<file path="src/verilog/tgah_pkg.sv">
// Constants and types for the train gating, axle and heat alarm block
package tgah_pkg;

    // Clock and times in their own units, then in cycles
    localparam longint unsigned CLK_HZ       = 125_000_000;
    localparam longint unsigned CLK_MHZ      = 125;
    localparam longint unsigned MIN_PULSE_US = 3000;
    localparam logic [31:0]     MIN_PULSE_CYC = 32'(MIN_PULSE_US * CLK_MHZ);
    localparam longint unsigned QUIET_S      = 10;
    localparam logic [31:0]     QUIET_CYC     = 32'(QUIET_S * CLK_HZ);

    // Track geometry and speed figures
    localparam longint unsigned SPACING_IN  = 24;
    localparam longint unsigned IN_PER_MILE = 63360;
    localparam longint unsigned SEC_PER_HR  = 3600;
    localparam longint unsigned SPEED_NUM   = SPACING_IN * CLK_HZ * SEC_PER_HR / IN_PER_MILE;
    localparam logic [31:0] PREGATE_IN  = 32'h0000_0010;
    localparam logic [31:0] SPACING_W   = 32'(SPACING_IN);
    localparam logic [31:0] SAMPLES     = 32'h0000_0030;
    localparam logic [7:0]  MAX_MPH     = 8'h63;
    localparam longint unsigned SLOW_MPH = 7;
    localparam longint unsigned THR_MPH  = 20;
    localparam logic [31:0] SLOW_TICKS  = 32'(SPEED_NUM / SLOW_MPH);
    localparam logic [31:0] THR_TICKS   = 32'(SPEED_NUM / THR_MPH);
    localparam logic [15:0] VALID_AXLES = 16'h0004;
    localparam logic [15:0] SPEED_AXLES = 16'h0008;
    localparam logic [34:0] SPEED8_NUM  = 35'(SPEED_NUM * 8);
    localparam logic [7:0]  ANNOUNCE_MAX = 8'h04;

    // Register indices
    localparam logic [3:0] REG_CTRL   = 4'h0;
    localparam logic [3:0] REG_ABS    = 4'h1;
    localparam logic [3:0] REG_DIFF   = 4'h2;
    localparam logic [3:0] REG_SLOPE  = 4'h3;
    localparam logic [3:0] REG_MINHT  = 4'h4;
    localparam logic [3:0] REG_STATUS = 4'h5;
    localparam logic [3:0] REG_AXLES  = 4'h6;
    localparam logic [3:0] REG_SPEED  = 4'h7;
    localparam logic [3:0] REG_MISF   = 4'h8;
    localparam logic [3:0] REG_ALARMS = 4'h9;

    // Reset values
    localparam logic [5:0] CTRL_RST  = 6'h3E;
    localparam logic [7:0] ABS_RST   = 8'hAA;
    localparam logic [7:0] DIFF_RST  = 8'h50;
    localparam logic [7:0] SLOPE_RST = 8'h78;
    localparam logic [7:0] MINHT_RST = 8'h3C;

    typedef enum logic {
        ST_IDLE   = 1'b0,
        ST_ACTIVE = 1'b1
    } tgah_state_t;

    typedef struct packed {
        logic say_cars;
        logic say_length;
        logic say_speed;
        logic say_axles;
        logic say_slow;
        logic slope_en;
    } tgah_ctrl_t;

    typedef struct packed {
        logic [7:0] side_b;
        logic [7:0] side_a;
    } tgah_heat_t;

    typedef struct packed {
        logic [1:0] slope_hit;
        logic [1:0] sat_hit;
        logic [1:0] diff_hit;
        logic [1:0] abs_hit;
    } tgah_alarm_t;

    typedef struct packed {
        logic say_cars;
        logic say_length;
        logic say_speed;
        logic say_axles;
        logic too_slow;
        logic valid;
    } tgah_post_t;

endpackage

</file>
<file path="src/verilog/tgah_detector.sv">
// Train detection, gate pulse validation, axle/speed and bearing heat alarms
`timescale 1ns/1ps

// What this block does
// - On presence, activate, open shutters, heaters off
// - Train valid only after four axles
// - Track cause: ten seconds absent deactivates
// - Sensor cause: ten seconds no gate activity
// - Exit speed from last eight axle transits
// - Speeds above 99 mph report as 99
// - Fewer than eight axles reports zero speed
// - Below 7 mph no differential/saturation/slope alarms
// - Slow train: flag, suppress count/speed announcements
// - Direction from sensor giving first pulse
// - Low threshold under 20 mph, high above
// - Rising edge starts width timer, falling stops
// - Pulses under 3 ms dropped, no counting
// - Repeat pulse on one sensor bumps misfire
// - Axle counts on alternating valid pulse pair
// - Scan from first centre, later 16 in earlier
// - 48 half-inch samples, keep the maximum
// - Record all alarms, announce first four only
// - Absolute alarm above offset always checked
// - Differential alarm versus opposite bearing
// - Saturation on interaxle sample unless prior alarm
// - Carside slope when enabled, unless prior alarm
module tgah_detector #(
    parameter logic [31:0] MIN_PULSE_CYC = tgah_pkg::MIN_PULSE_CYC,
    parameter logic [31:0] QUIET_CYC     = tgah_pkg::QUIET_CYC
) (
    // Clock and reset
    input  logic                  clock,
    input  logic                  sys_rst,
    // Pins from comparators and presence detectors
    input  logic                  near_gate_input_line,
    input  logic                  far_gate_input_line,
    input  logic                  track_presence,
    input  logic                  advance_presence,
    // Scanner side
    input  tgah_pkg::tgah_heat_t  heat,
    output logic                  shutter_open,
    output logic                  heater_off,
    output logic                  comparator_thr_high,
    output logic                  scan_window,
    output logic                  sample_req,
    // Alarm reporting
    output logic                  alarm_valid,
    output logic                  alarm_announce,
    output tgah_pkg::tgah_alarm_t alarm_kind,
    output logic [15:0]           alarm_axle,
    // Train reporting
    output logic                  train_active,
    output logic                  train_valid,
    output logic                  direction_far,
    output logic                  train_done,
    output tgah_pkg::tgah_post_t  post_flags,
    // Register port
    input  logic [3:0]            reg_addr,
    input  logic [15:0]           reg_wdata,
    input  logic                  reg_wr,
    input  logic                  reg_rd,
    output logic [15:0]           reg_rdata
);

    function automatic logic [31:0] sat_inc(input logic [31:0] v);
        return (v == 32'hFFFF_FFFF) ? v : v + 32'h0000_0001;
    endfunction

    function automatic logic [7:0] speed_of(input logic [34:0] sum);
        logic [34:0] q;
        q = (sum == 35'h0) ? 35'h0 : tgah_pkg::SPEED8_NUM / sum;
        return (q > {27'h0, tgah_pkg::MAX_MPH}) ? tgah_pkg::MAX_MPH : q[7:0];
    endfunction

    // Raw per-side checks: {slope, sat, diff, abs}
    function automatic logic [3:0] side_chk(input logic [7:0] x, input logic [7:0] opp,
                                            input logic [7:0] ix, input logic [7:0] lim,
                                            input logic [7:0] dl, input logic [7:0] lvl,
                                            input logic [7:0] mn);
        logic [3:0] r;
        r[0] = x > lim;
        r[1] = {1'b0, x} > ({1'b0, opp} + {1'b0, dl});
        r[2] = ix > lim;
        r[3] = (x >= lvl) && (x >= mn) && ({1'b0, x} >= {opp, 1'b0});
        return r;
    endfunction

    // Pin synchronisers, first stage feeds only the second
    logic [3:0] pin_meta_reg;
    logic [3:0] pin_sync_reg;
    logic [1:0] gate_d_reg;
    always_ff @(posedge clock) begin
        pin_meta_reg <= {advance_presence, track_presence, far_gate_input_line,
                         near_gate_input_line};
        pin_sync_reg <= pin_meta_reg;
        gate_d_reg   <= sys_rst ? 2'b00 : pin_sync_reg[1:0];
    end

    wire [1:0] gate_s   = pin_sync_reg[1:0];
    wire       track_s  = pin_sync_reg[2];
    wire       adv_s    = pin_sync_reg[3];
    wire [1:0] rise     = gate_s & ~gate_d_reg;
    wire [1:0] fall     = ~gate_s & gate_d_reg;
    wire       gate_act = |(rise | fall);

    // Pulse width timers
    logic [31:0] width_reg [2];
    always_ff @(posedge clock) begin
        for (int i = 0; i < 2; i++) begin
            if (sys_rst)
                width_reg[i] <= 32'h0;
            else if (rise[i])
                width_reg[i] <= 32'h0000_0001;
            else if (gate_s[i])
                width_reg[i] <= sat_inc(width_reg[i]);
        end
    end
    wire [1:0] width_ok = {width_reg[1] >= MIN_PULSE_CYC, width_reg[0] >= MIN_PULSE_CYC};
    wire [1:0] vpulse   = fall & width_ok;

    // Registers written by software
    tgah_pkg::tgah_ctrl_t ctrl_reg;
    logic [7:0] abs_reg, diff_reg, slope_reg, minht_reg;

    // Activation
    tgah_pkg::tgah_state_t state_reg, state_next;
    logic        cause_track_reg;
    logic [31:0] quiet_reg;
    wire presence  = track_s | adv_s | (|gate_s);
    wire start     = (state_reg == tgah_pkg::ST_IDLE) && presence;
    wire hold      = cause_track_reg ? track_s : gate_act;
    wire deact     = (state_reg == tgah_pkg::ST_ACTIVE) && !hold
                     && (quiet_reg >= QUIET_CYC - 32'h1);
    wire active    = state_reg == tgah_pkg::ST_ACTIVE;

    always_comb begin
        unique case (state_reg)
            tgah_pkg::ST_IDLE:   state_next = presence ? tgah_pkg::ST_ACTIVE : tgah_pkg::ST_IDLE;
            tgah_pkg::ST_ACTIVE: state_next = deact ? tgah_pkg::ST_IDLE : tgah_pkg::ST_ACTIVE;
        endcase
    end

    always_ff @(posedge clock) begin
        if (sys_rst) begin
            state_reg       <= tgah_pkg::ST_IDLE;
            cause_track_reg <= 1'b0;
            quiet_reg       <= 32'h0;
        end else begin
            state_reg <= state_next;
            if (start)
                cause_track_reg <= track_s | adv_s;
            quiet_reg <= (start || hold) ? 32'h0 : sat_inc(quiet_reg);
        end
    end

    // Direction and wheel sequencing
    logic        dir_valid_reg, dir_reg, wheel_open_reg;
    logic [15:0] axle_reg;
    logic [7:0]  misf_reg [2];
    wire first_ev  = dir_valid_reg ? vpulse[dir_reg] : |vpulse;
    wire first_idx = dir_valid_reg ? dir_reg : ~vpulse[0];
    wire second_ev = dir_valid_reg & vpulse[~dir_reg];
    wire axle_ev   = second_ev & wheel_open_reg;
    wire mis_first = first_ev & wheel_open_reg;
    wire mis_sec   = second_ev & ~wheel_open_reg;
    wire open_ev   = first_ev & ~wheel_open_reg;

    always_ff @(posedge clock) begin
        if (sys_rst || start) begin
            dir_valid_reg  <= 1'b0;
            dir_reg        <= 1'b0;
            wheel_open_reg <= 1'b0;
            axle_reg       <= 16'h0;
            misf_reg[0]    <= 8'h0;
            misf_reg[1]    <= 8'h0;
        end else if (active) begin
            if (first_ev && !dir_valid_reg) begin
                dir_valid_reg <= 1'b1;
                dir_reg       <= first_idx;
            end
            if (open_ev)
                wheel_open_reg <= 1'b1;
            else if (axle_ev)
                wheel_open_reg <= 1'b0;
            if (axle_ev)
                axle_reg <= axle_reg + 16'h1;
            if (mis_first && misf_reg[first_idx] != 8'hFF)
                misf_reg[first_idx] <= misf_reg[first_idx] + 8'h1;
            if (mis_sec && misf_reg[~dir_reg] != 8'hFF)
                misf_reg[~dir_reg] <= misf_reg[~dir_reg] + 8'h1;
        end
    end

    // Transit and wheel period timing in ticks
    logic [31:0] transit_reg, period_reg, last_tr_reg, last_per_reg;
    logic [31:0] ring_reg [8];
    logic [2:0]  ring_idx_reg;
    logic [34:0] sum_reg;
    logic [7:0]  speed_reg;
    logic        slow_reg, thr_reg;
    wire [34:0] sum_next = sum_reg - {3'h0, ring_reg[ring_idx_reg]} + {3'h0, transit_reg};
    wire        slow_now = transit_reg > tgah_pkg::SLOW_TICKS;
    wire        slow_eff = slow_reg | slow_now;

    always_ff @(posedge clock) begin
        if (sys_rst || start) begin
            transit_reg  <= 32'h0;
            period_reg   <= 32'h0;
            last_tr_reg  <= 32'h0;
            last_per_reg <= 32'h0;
            ring_idx_reg <= 3'h0;
            sum_reg      <= 35'h0;
            speed_reg    <= 8'h0;
            slow_reg     <= 1'b0;
            thr_reg      <= 1'b0;
            for (int i = 0; i < 8; i++)
                ring_reg[i] <= 32'h0;
        end else begin
            transit_reg <= open_ev ? 32'h0 : sat_inc(transit_reg);
            period_reg  <= open_ev ? 32'h0 : sat_inc(period_reg);
            if (open_ev)
                last_per_reg <= period_reg;
            if (axle_ev) begin
                last_tr_reg            <= transit_reg;
                ring_reg[ring_idx_reg] <= transit_reg;
                ring_idx_reg           <= ring_idx_reg + 3'h1;
                sum_reg                <= sum_next;
                speed_reg <= (axle_reg + 16'h1 >= tgah_pkg::SPEED_AXLES)
                             ? speed_of(sum_next) : 8'h0;
                slow_reg  <= slow_eff;
                thr_reg   <= transit_reg < tgah_pkg::THR_TICKS;
            end
        end
    end

    // Scan window and half-inch sampling
    wire [31:0] pre_len  = 32'(({32'h0, last_tr_reg} * {32'h0, tgah_pkg::PREGATE_IN})
                              / {32'h0, tgah_pkg::SPACING_W});
    wire [31:0] pre_at   = (last_per_reg > pre_len) ? last_per_reg - pre_len : 32'h0;
    wire        pregate  = (axle_reg != 16'h0) && !wheel_open_reg && (period_reg >= pre_at);
    wire        scan_on  = active && (wheel_open_reg || pregate);
    wire [31:0] samp_q   = last_tr_reg / tgah_pkg::SAMPLES;
    wire [31:0] samp_int = (samp_q == 32'h0) ? 32'h1 : samp_q;
    logic [31:0] samp_cnt_reg;
    logic        samp_reg;
    tgah_pkg::tgah_heat_t max_reg, inter_reg;
    wire samp_hit = scan_on && (samp_cnt_reg >= samp_int - 32'h1);

    always_ff @(posedge clock) begin
        if (sys_rst || start || !scan_on || open_ev)
            samp_cnt_reg <= 32'h0;
        else
            samp_cnt_reg <= samp_hit ? 32'h0 : samp_cnt_reg + 32'h1;
        samp_reg <= !sys_rst && samp_hit;
    end

    // Hold maxima: wheel between centres, interaxle before the gate
    always_ff @(posedge clock) begin
        if (sys_rst || start || open_ev)
            max_reg <= '0;
        else if (samp_reg && wheel_open_reg) begin
            if (heat.side_a > max_reg.side_a) max_reg.side_a <= heat.side_a;
            if (heat.side_b > max_reg.side_b) max_reg.side_b <= heat.side_b;
        end
        if (sys_rst || start || axle_ev)
            inter_reg <= '0;
        else if (samp_reg && !wheel_open_reg) begin
            if (heat.side_a > inter_reg.side_a) inter_reg.side_a <= heat.side_a;
            if (heat.side_b > inter_reg.side_b) inter_reg.side_b <= heat.side_b;
        end
    end

    // Alarm decisions at each completed axle
    wire [3:0] chk_a = side_chk(max_reg.side_a, max_reg.side_b, inter_reg.side_a, abs_reg,
                                diff_reg, slope_reg, minht_reg);
    wire [3:0] chk_b = side_chk(max_reg.side_b, max_reg.side_a, inter_reg.side_b, abs_reg,
                                diff_reg, slope_reg, minht_reg);
    wire [1:0] abs_h   = {chk_b[0], chk_a[0]};
    wire [1:0] diff_h  = {chk_b[1], chk_a[1]} & {2{~slow_eff}};
    wire       primary = |abs_h | |diff_h;
    wire [1:0] sat_h   = {chk_b[2], chk_a[2]} & {2{~slow_eff & ~primary}};
    wire [1:0] slope_h = {chk_b[3], chk_a[3]}
                         & {2{ctrl_reg.slope_en & ~slow_eff & ~primary}};
    wire       any_hit = primary | (|sat_h) | (|slope_h);
    logic [7:0] alarm_cnt_reg;

    always_ff @(posedge clock) begin
        if (sys_rst || start) begin
            alarm_valid    <= 1'b0;
            alarm_announce <= 1'b0;
            alarm_kind     <= '0;
            alarm_axle     <= 16'h0;
            alarm_cnt_reg  <= 8'h0;
        end else begin
            alarm_valid    <= axle_ev && any_hit;
            alarm_announce <= axle_ev && any_hit
                              && alarm_cnt_reg < tgah_pkg::ANNOUNCE_MAX;
            if (axle_ev && any_hit) begin
                alarm_kind <= {slope_h, sat_h, diff_h, abs_h};
                alarm_axle <= axle_reg + 16'h1;
                if (alarm_cnt_reg != 8'hFF)
                    alarm_cnt_reg <= alarm_cnt_reg + 8'h1;
            end
        end
    end

    // End of train summary
    wire is_valid = axle_reg >= tgah_pkg::VALID_AXLES;
    always_ff @(posedge clock) begin
        if (sys_rst) begin
            train_done <= 1'b0;
            post_flags <= '0;
        end else begin
            train_done <= deact;
            if (deact) begin
                post_flags.valid      <= is_valid;
                post_flags.too_slow   <= slow_reg & ctrl_reg.say_slow;
                post_flags.say_axles  <= ctrl_reg.say_axles & ~slow_reg & is_valid;
                post_flags.say_speed  <= ctrl_reg.say_speed & ~slow_reg & is_valid;
                post_flags.say_length <= ctrl_reg.say_length & ~slow_reg & is_valid;
                post_flags.say_cars   <= ctrl_reg.say_cars & ~slow_reg & is_valid;
            end
        end
    end

    assign shutter_open        = active;
    assign heater_off          = active;
    assign train_active        = active;
    assign train_valid         = active && is_valid;
    assign direction_far       = dir_reg;
    assign comparator_thr_high = thr_reg;
    assign scan_window         = scan_on;
    assign sample_req          = samp_reg;

    // Register port
    always_ff @(posedge clock) begin
        if (sys_rst) begin
            ctrl_reg  <= tgah_pkg::CTRL_RST;
            abs_reg   <= tgah_pkg::ABS_RST;
            diff_reg  <= tgah_pkg::DIFF_RST;
            slope_reg <= tgah_pkg::SLOPE_RST;
            minht_reg <= tgah_pkg::MINHT_RST;
        end else if (reg_wr) begin
            case (reg_addr)
                tgah_pkg::REG_CTRL:  ctrl_reg  <= reg_wdata[5:0];
                tgah_pkg::REG_ABS:   abs_reg   <= reg_wdata[7:0];
                tgah_pkg::REG_DIFF:  diff_reg  <= reg_wdata[7:0];
                tgah_pkg::REG_SLOPE: slope_reg <= reg_wdata[7:0];
                tgah_pkg::REG_MINHT: minht_reg <= reg_wdata[7:0];
                default: ;
            endcase
        end
    end

    logic [15:0] rd_mux;
    always_comb begin
        case (reg_addr)
            tgah_pkg::REG_CTRL:   rd_mux = {10'h0, ctrl_reg};
            tgah_pkg::REG_ABS:    rd_mux = {8'h0, abs_reg};
            tgah_pkg::REG_DIFF:   rd_mux = {8'h0, diff_reg};
            tgah_pkg::REG_SLOPE:  rd_mux = {8'h0, slope_reg};
            tgah_pkg::REG_MINHT:  rd_mux = {8'h0, minht_reg};
            tgah_pkg::REG_STATUS: rd_mux = {10'h0, thr_reg, slow_reg, dir_reg, is_valid,
                                            cause_track_reg, active};
            tgah_pkg::REG_AXLES:  rd_mux = axle_reg;
            tgah_pkg::REG_SPEED:  rd_mux = {8'h0, speed_reg};
            tgah_pkg::REG_MISF:   rd_mux = {misf_reg[1], misf_reg[0]};
            tgah_pkg::REG_ALARMS: rd_mux = {8'h0, alarm_cnt_reg};
            default:              rd_mux = 16'h0;
        endcase
    end

    always_ff @(posedge clock) begin
        reg_rdata <= (sys_rst || !reg_rd) ? 16'h0 : rd_mux;
    end
endmodule

</file>
<file path="config.mk">
export PLATFORM = sky130hd
export DESIGN_NAME = tgah_detector
export DESIGN_NICKNAME = d
export VERILOG_FILES = /design/src/verilog/tgah_pkg.sv /design/src/verilog/tgah_detector.sv
export SDC_FILE = /design/constraint.sdc
export NUM_CORES = 2
export LEC_CHECK = 0
export ABC_CLOCK_PERIOD_IN_PS = 102400
export BUFFER_PORTS_ARGS = -buffer_cell sky130_fd_sc_hd__buf_2
export CAP_MARGIN = 5
export CORE_ASPECT_RATIO = 0.5
export CORE_UTILIZATION = 42
export DETAILED_ROUTE_END_ITERATION = 16
export HOLD_SLACK_MARGIN = 0.06
export SLEW_MARGIN = 10
export SYNTH_ARGS = -nofsm -noshare
export SYNTH_HDL_FRONTEND = slang
export SYNTH_SLANG_ARGS = --single-unit
</file>
<file path="constraint.sdc">
create_clock -name clock -period 102.4 [get_ports clock]
set_input_delay 20.48 -clock clock [delete_from_list [all_inputs] [get_ports clock]]
set_output_delay 20.48 -clock clock [all_outputs]
set_load 0.02 [all_outputs]
</file>
# After elaboration in Yosys (flattened, before gate mapping)
# Memories as Yosys holds them, arrays and structs flattened. A register that Yosys moved wholly into a read port is not among the register bits.
# Index checks and enable logic that the tools add are counted.
word_totals:
  reg_bits: 399
  ramBits: 336
  in_bits: 44
  output_inout_bits: 57
  wordCells: 293
  n_memories: 3
mem_list:
  columns: ["name", "words", "width", "rd", "rd_clocked_by_memory_dff", "write_ports", "line_no", "rtl"]
  rows:
  - ["ring_reg", 8, 32, 1, 1, 8, "tgah_detector.sv:196", "logic [31:0] ring_reg [8];"]
  - ["width_reg", 2, 32, 2, 0, 2, "tgah_detector.sv:107", "logic [31:0] width_reg [2];"]
  - ["misf_reg", 2, 8, 4, 0, 2, "tgah_detector.sv:159", "logic [7:0] misf_reg [2];"]
op_classes:
  addsub: 17
  n_div: 3
  order_cmp: 30
  eq_ne: 17
  n_mux: 64
  n_bitwise: 43
  reduce_logical: 65
ops:
  columns: ["operator", "n"]
  rows:
  - ["2-to-1 mux 32 bit", 9]
  - ["adder 32 x 1 -> 32 bit, second input constant", 6]
  - ["equality test 32 bit, second input constant", 5]
  - ["one-hot mux 16 bit (10 select lines)", 1]
  - ["divider 36 x 5 -> 64 bit, second input constant", 1]
  - ["greater-or-equal comparator 32 x 19 -> 1 bit, second input constant", 2]
  - ["greater-or-equal comparator 32 bit", 2]
  - ["> comparator 8 bit", 8]
  - ["2-to-1 mux 1 bit", 45]
  - ["adder 35 x 32 -> 35 bit", 1]
  - ["divider 31 x 35 -> 35 bit, first input constant", 1]
  - ["> comparator 35 x 7 -> 1 bit, second input constant", 1]
  - ["logical NOT 35 bit", 1]
  - ["2-to-1 mux 35 bit", 1]
  - ["subtractor 35 x 32 -> 35 bit", 1]
  - ["divider 32 x 6 -> 32 bit, second input constant", 1]
  - ["greater-or-equal comparator 32 x 31 -> 1 bit, second input constant", 1]
  - ["greater-or-equal comparator 8 bit", 4]
  - ["> comparator 32 x 25 -> 1 bit, second input constant", 1]
  - ["> comparator 32 bit", 1]
  - ["logical NOT 32 bit", 1]
  - ["< comparator 32 x 24 -> 1 bit, second input constant", 1]
  - ["2-to-1 mux 8 bit", 4]
  - ["OR reduction 32 bit", 1]
  - ["other kinds (34)", 139]

# Longest topological paths before layout
logic_depth:
  ltp_word: 15
  ltp_mapped: 637
  depth_no_buf: 584

# Worst setup path before layout
# No wires, ideal clock.
synth_timing:
  path_kind: "reg2reg"
  from: "register (tool-made name)"
  to: "register speed_reg[0]"
  setup_time_ns: 0.117
  t_arrival_ns: 111.106
  required_ns: 102.283
  slack_ns: -8.822
  stages_incl_launch_ff: 621
  n_path_buf: 56
  synth_period_minus_slack_ns: 111.222
  path_cell_list: "dfxtp_1 -> clkbuf_1 -> buf_1 -> mux4_2 -> mux2_2 -> fa_1 -> inv_1 -> fa_1 -> a21o_1 -> a21oi_1 -> o21bai_1 -> a21oi_1 -> o21bai_1 -> a21oi_1 -> o21bai_1 -> a21boi_1 -> nor4_1 -> a311oi_1 -> (+585 left out) -> a21o_1 -> a21oi_1 -> o21ai_0 -> a21oi_1 -> nor3_1 -> o41a_1 -> o21ai_0 -> nand2b_1 -> a21oi_1 -> nor2b_1 -> o21ai_0 -> nand2b_1 -> a21oi_1 -> nor2b_1 -> o21a_1 -> o21ai_0 -> nand3_1 -> a22o_1"
synth_rtl:
  columns: ["element", "line_no", "rtl"]
  rows:
  - ["end signal, assigned", "tgah_detector.sv:228", "speed_reg <= (axle_reg + 16'h1 >= tgah_pkg::SPEED_AXLES)"]
  - ["end, declared", "tgah_detector.sv:199", "logic [7:0] speed_reg;"]

==> out/qor.txt <==
synthesis-stage register bit count = 738
NumNets Final = 13,100
CP most frequent cell = o21ai_2
multi-input logic area = 58,000 um^2
placed insts = 14,400
core area = 184,000 um^2
P per Cell Area = 9.93 nW/um^2
FF+latch area = 18,100 um^2
Slew Viols, Final = 0
Synth Flop Type = dfxtp_1
Layout Area Growth over Synthesis = 31.9%
CTS Root Cell = clkbuf_16
Slew @ Worst Pin = 1.09 ns
dpl hpwl = 204,000 um
sequential area share after synthesis = 23.2%
fillers = 17,100
Placement Cell Area = 96,800 um^2
die footprint = 188,000 um^2
number of port buffers = 92
critical path class = flip-flop to flip-flop
vias in the first global route = 78,200
WP data arrival = 98.24 ns
Critical Path Max Stage Delay = 0.53 ns
total congestion overflow = 0
Post-Synthesis Cells = 10,100
non-filler instance count after layout = 14,700
DRT iter0 DRCs = 5,525
count of different cell masters after synthesis = 126
WL final = 273,000 um
Final Hold Fails = 0
post-cts hold buffer count = 0
max cap viols = 0
post-synthesis average cell area = 7.75 um^2
cell area after synthesis = 78,000 um^2
most frequent cells in the layout = buf_4, nor2_1, nand2_1, ha_1, a21oi_1
Crit-path slowest cell = mux4_2
die width = 612 um
asr flop ratio synth = 0%
first-pass GRT wire length = 424,000 um
FF-to-FF setup slack = 4.73 ns
total number of vias = 81,600
Max Clock Freq = 10.2 MHz
largest net degree at the start of global routing = 156
die height = 307 um
CTS Sinks = 738
GRT Total Usage = 28.0%
CP Max Fanout = 8
Period minus WS final = 97.67 ns
CTS HTree Levels = 3
drt first pass iters = 6
Final GP Congestion = 0.938
leak pwr = 0.0470 uW
Rel. slew slack = 27.0%
PnR Total Power = 1020 uW
commonest non-fill, non-tap cell in the layout = buf_4
total CTS buffers = 86
worst-skew pair later-pin latency = 0.69 ns
initial core utilization = 42.4%
vias per cell = 5.55
layout cells sized above 1 = 27.1%
Final Skew = 0.0517 ns
clock-pin slew on the worst setup and hold paths = 0.06 ns
num ports = 101
DRC = 0
number of synthesized flops with an enable pin = 336
DR WL/cell = 18.6 um
crit start category = flip-flop
Setup crit end kind = flip-flop
ANT nets after route = 0
final setup fails = 0
CTS tree = built
Longest Clk Path Bufs = 3
# rows = 111
Synth Warn # = 0
PnR worst setup slack = 4.73 ns
final worst-path cycle share = 95.4%
Crit path required time = 102.97 ns
Worst Hold Class = flip-flop to flip-flop
initial antenna violation count = 19
Max VDD drop = 0.0141 mV
status = finished, final reports clean
number of flip-flops in the largest register = 256
Place WS = -9.70 ns
final instance area = 103,000 um^2
worst hold slack = 0.326 ns
==> synthesized netlist by cell type, types with 153 or more instances <==
library cell  number  area, um^2
inv_1            652        2450
nand2b_1         153         957
a21oi_1          763        3820
o21a_1           158        1190
nor3_1           402        2010
nand2_1          986        3700
clkbuf_1         363        1360
xnor2_1          365        3200
ha_1             895       11200
xor2_1           246        2150
nand3_1          254        1270
dfxtp_1          402        8050
nor2_1          1135        4260
a21o_1           249        1870
o21ai_0          605        3030
edfxtp_1         336       10100
==> report_power, final <==
group          leakage [uW]  internal, uW  switching [uW]  total [uW]
sequential          0.00703           317            4.72         321
clock               0.00149           196             132         328
combinational        0.0385           181             190         372
total                0.0470           694             327        1020
==> cells by family after synthesis <==
| logic type | count (synthesis) | synth area share [%] |
|---|---|---|
| buf+inv | 1107 | 5.42 |
| simple gates | 3750 | 22.6 |
| fa+ha+maj | 930 | 15.3 |
| compound gates | 2627 | 21.5 |
| mux | 307 | 5.20 |
| other cells | 2 | 0.00963 |
| flops | 738 | 23.2 |
| xor+xnor | 611 | 6.86 |
==> stage by stage <==
stage	TNS, ns	utilization, %
detailed placement	-23.88	52.6
global route	-1.14	56.0
CTS	0	54.8
finish	0	56.0
floorplan	0	-
global placement	-19.92	52.6
==> layout make-up <==
cell class,count,area share (%)
Multi-Input combinational cell,8229,56.4
Tap cell,2486,3.02
Clock buffer,119,2.43
Clock inverter,43,0.546
Timing Repair Buffer,2409,17.5
Sequential cell,738,17.6
Antenna cell,7,0.0170
Inverter,671,2.45
==> path summary, 6_finish.rpt <==
path	from	cells after the start	end
hold / removal	pin_meta_reg[3]	0	pin_sync_reg[3]
setup / recovery	flip-flop	596	speed_reg[0]
hold reg to reg	pin_meta_reg[3]	0	pin_sync_reg[3]
setup reg to reg	flip-flop	596	speed_reg[0]
==> per-layer routing <==
metal	wire (um)	track usage (%)	vias up	share of wire [%]
met4	9010	8.54	18	3.3
met2	127000	48.0	2275	46
met3	16300	3.18	458	6.0
li1	-	-	40400	-
met5	115	0	-	0.042
met1	121000	36.9	38400	44
==> worst max-delay path: cells and delay by family (launching register included) <==
kind	cells	cell delay, ns
multiplexers	13	4.10
adder cells (fa/ha/maj)	35	9.91
AND/OR/NAND/NOR	96	13.06
buffers and inverters	51	6.91
AO/OA/AOI/OAI	400	62.80
XOR/XNOR	1	0.15
flip-flops	1	0.40
==> timing repair <==
action	CTS	global route
setup buffers	60	92
setup endpoints to repair	5	5
gates cloned	0	2
pin swaps	96	303
hold endpoints to repair	0	0
resized for setup	215	385
No activity file was read; power rests on OpenSTA's default activity.
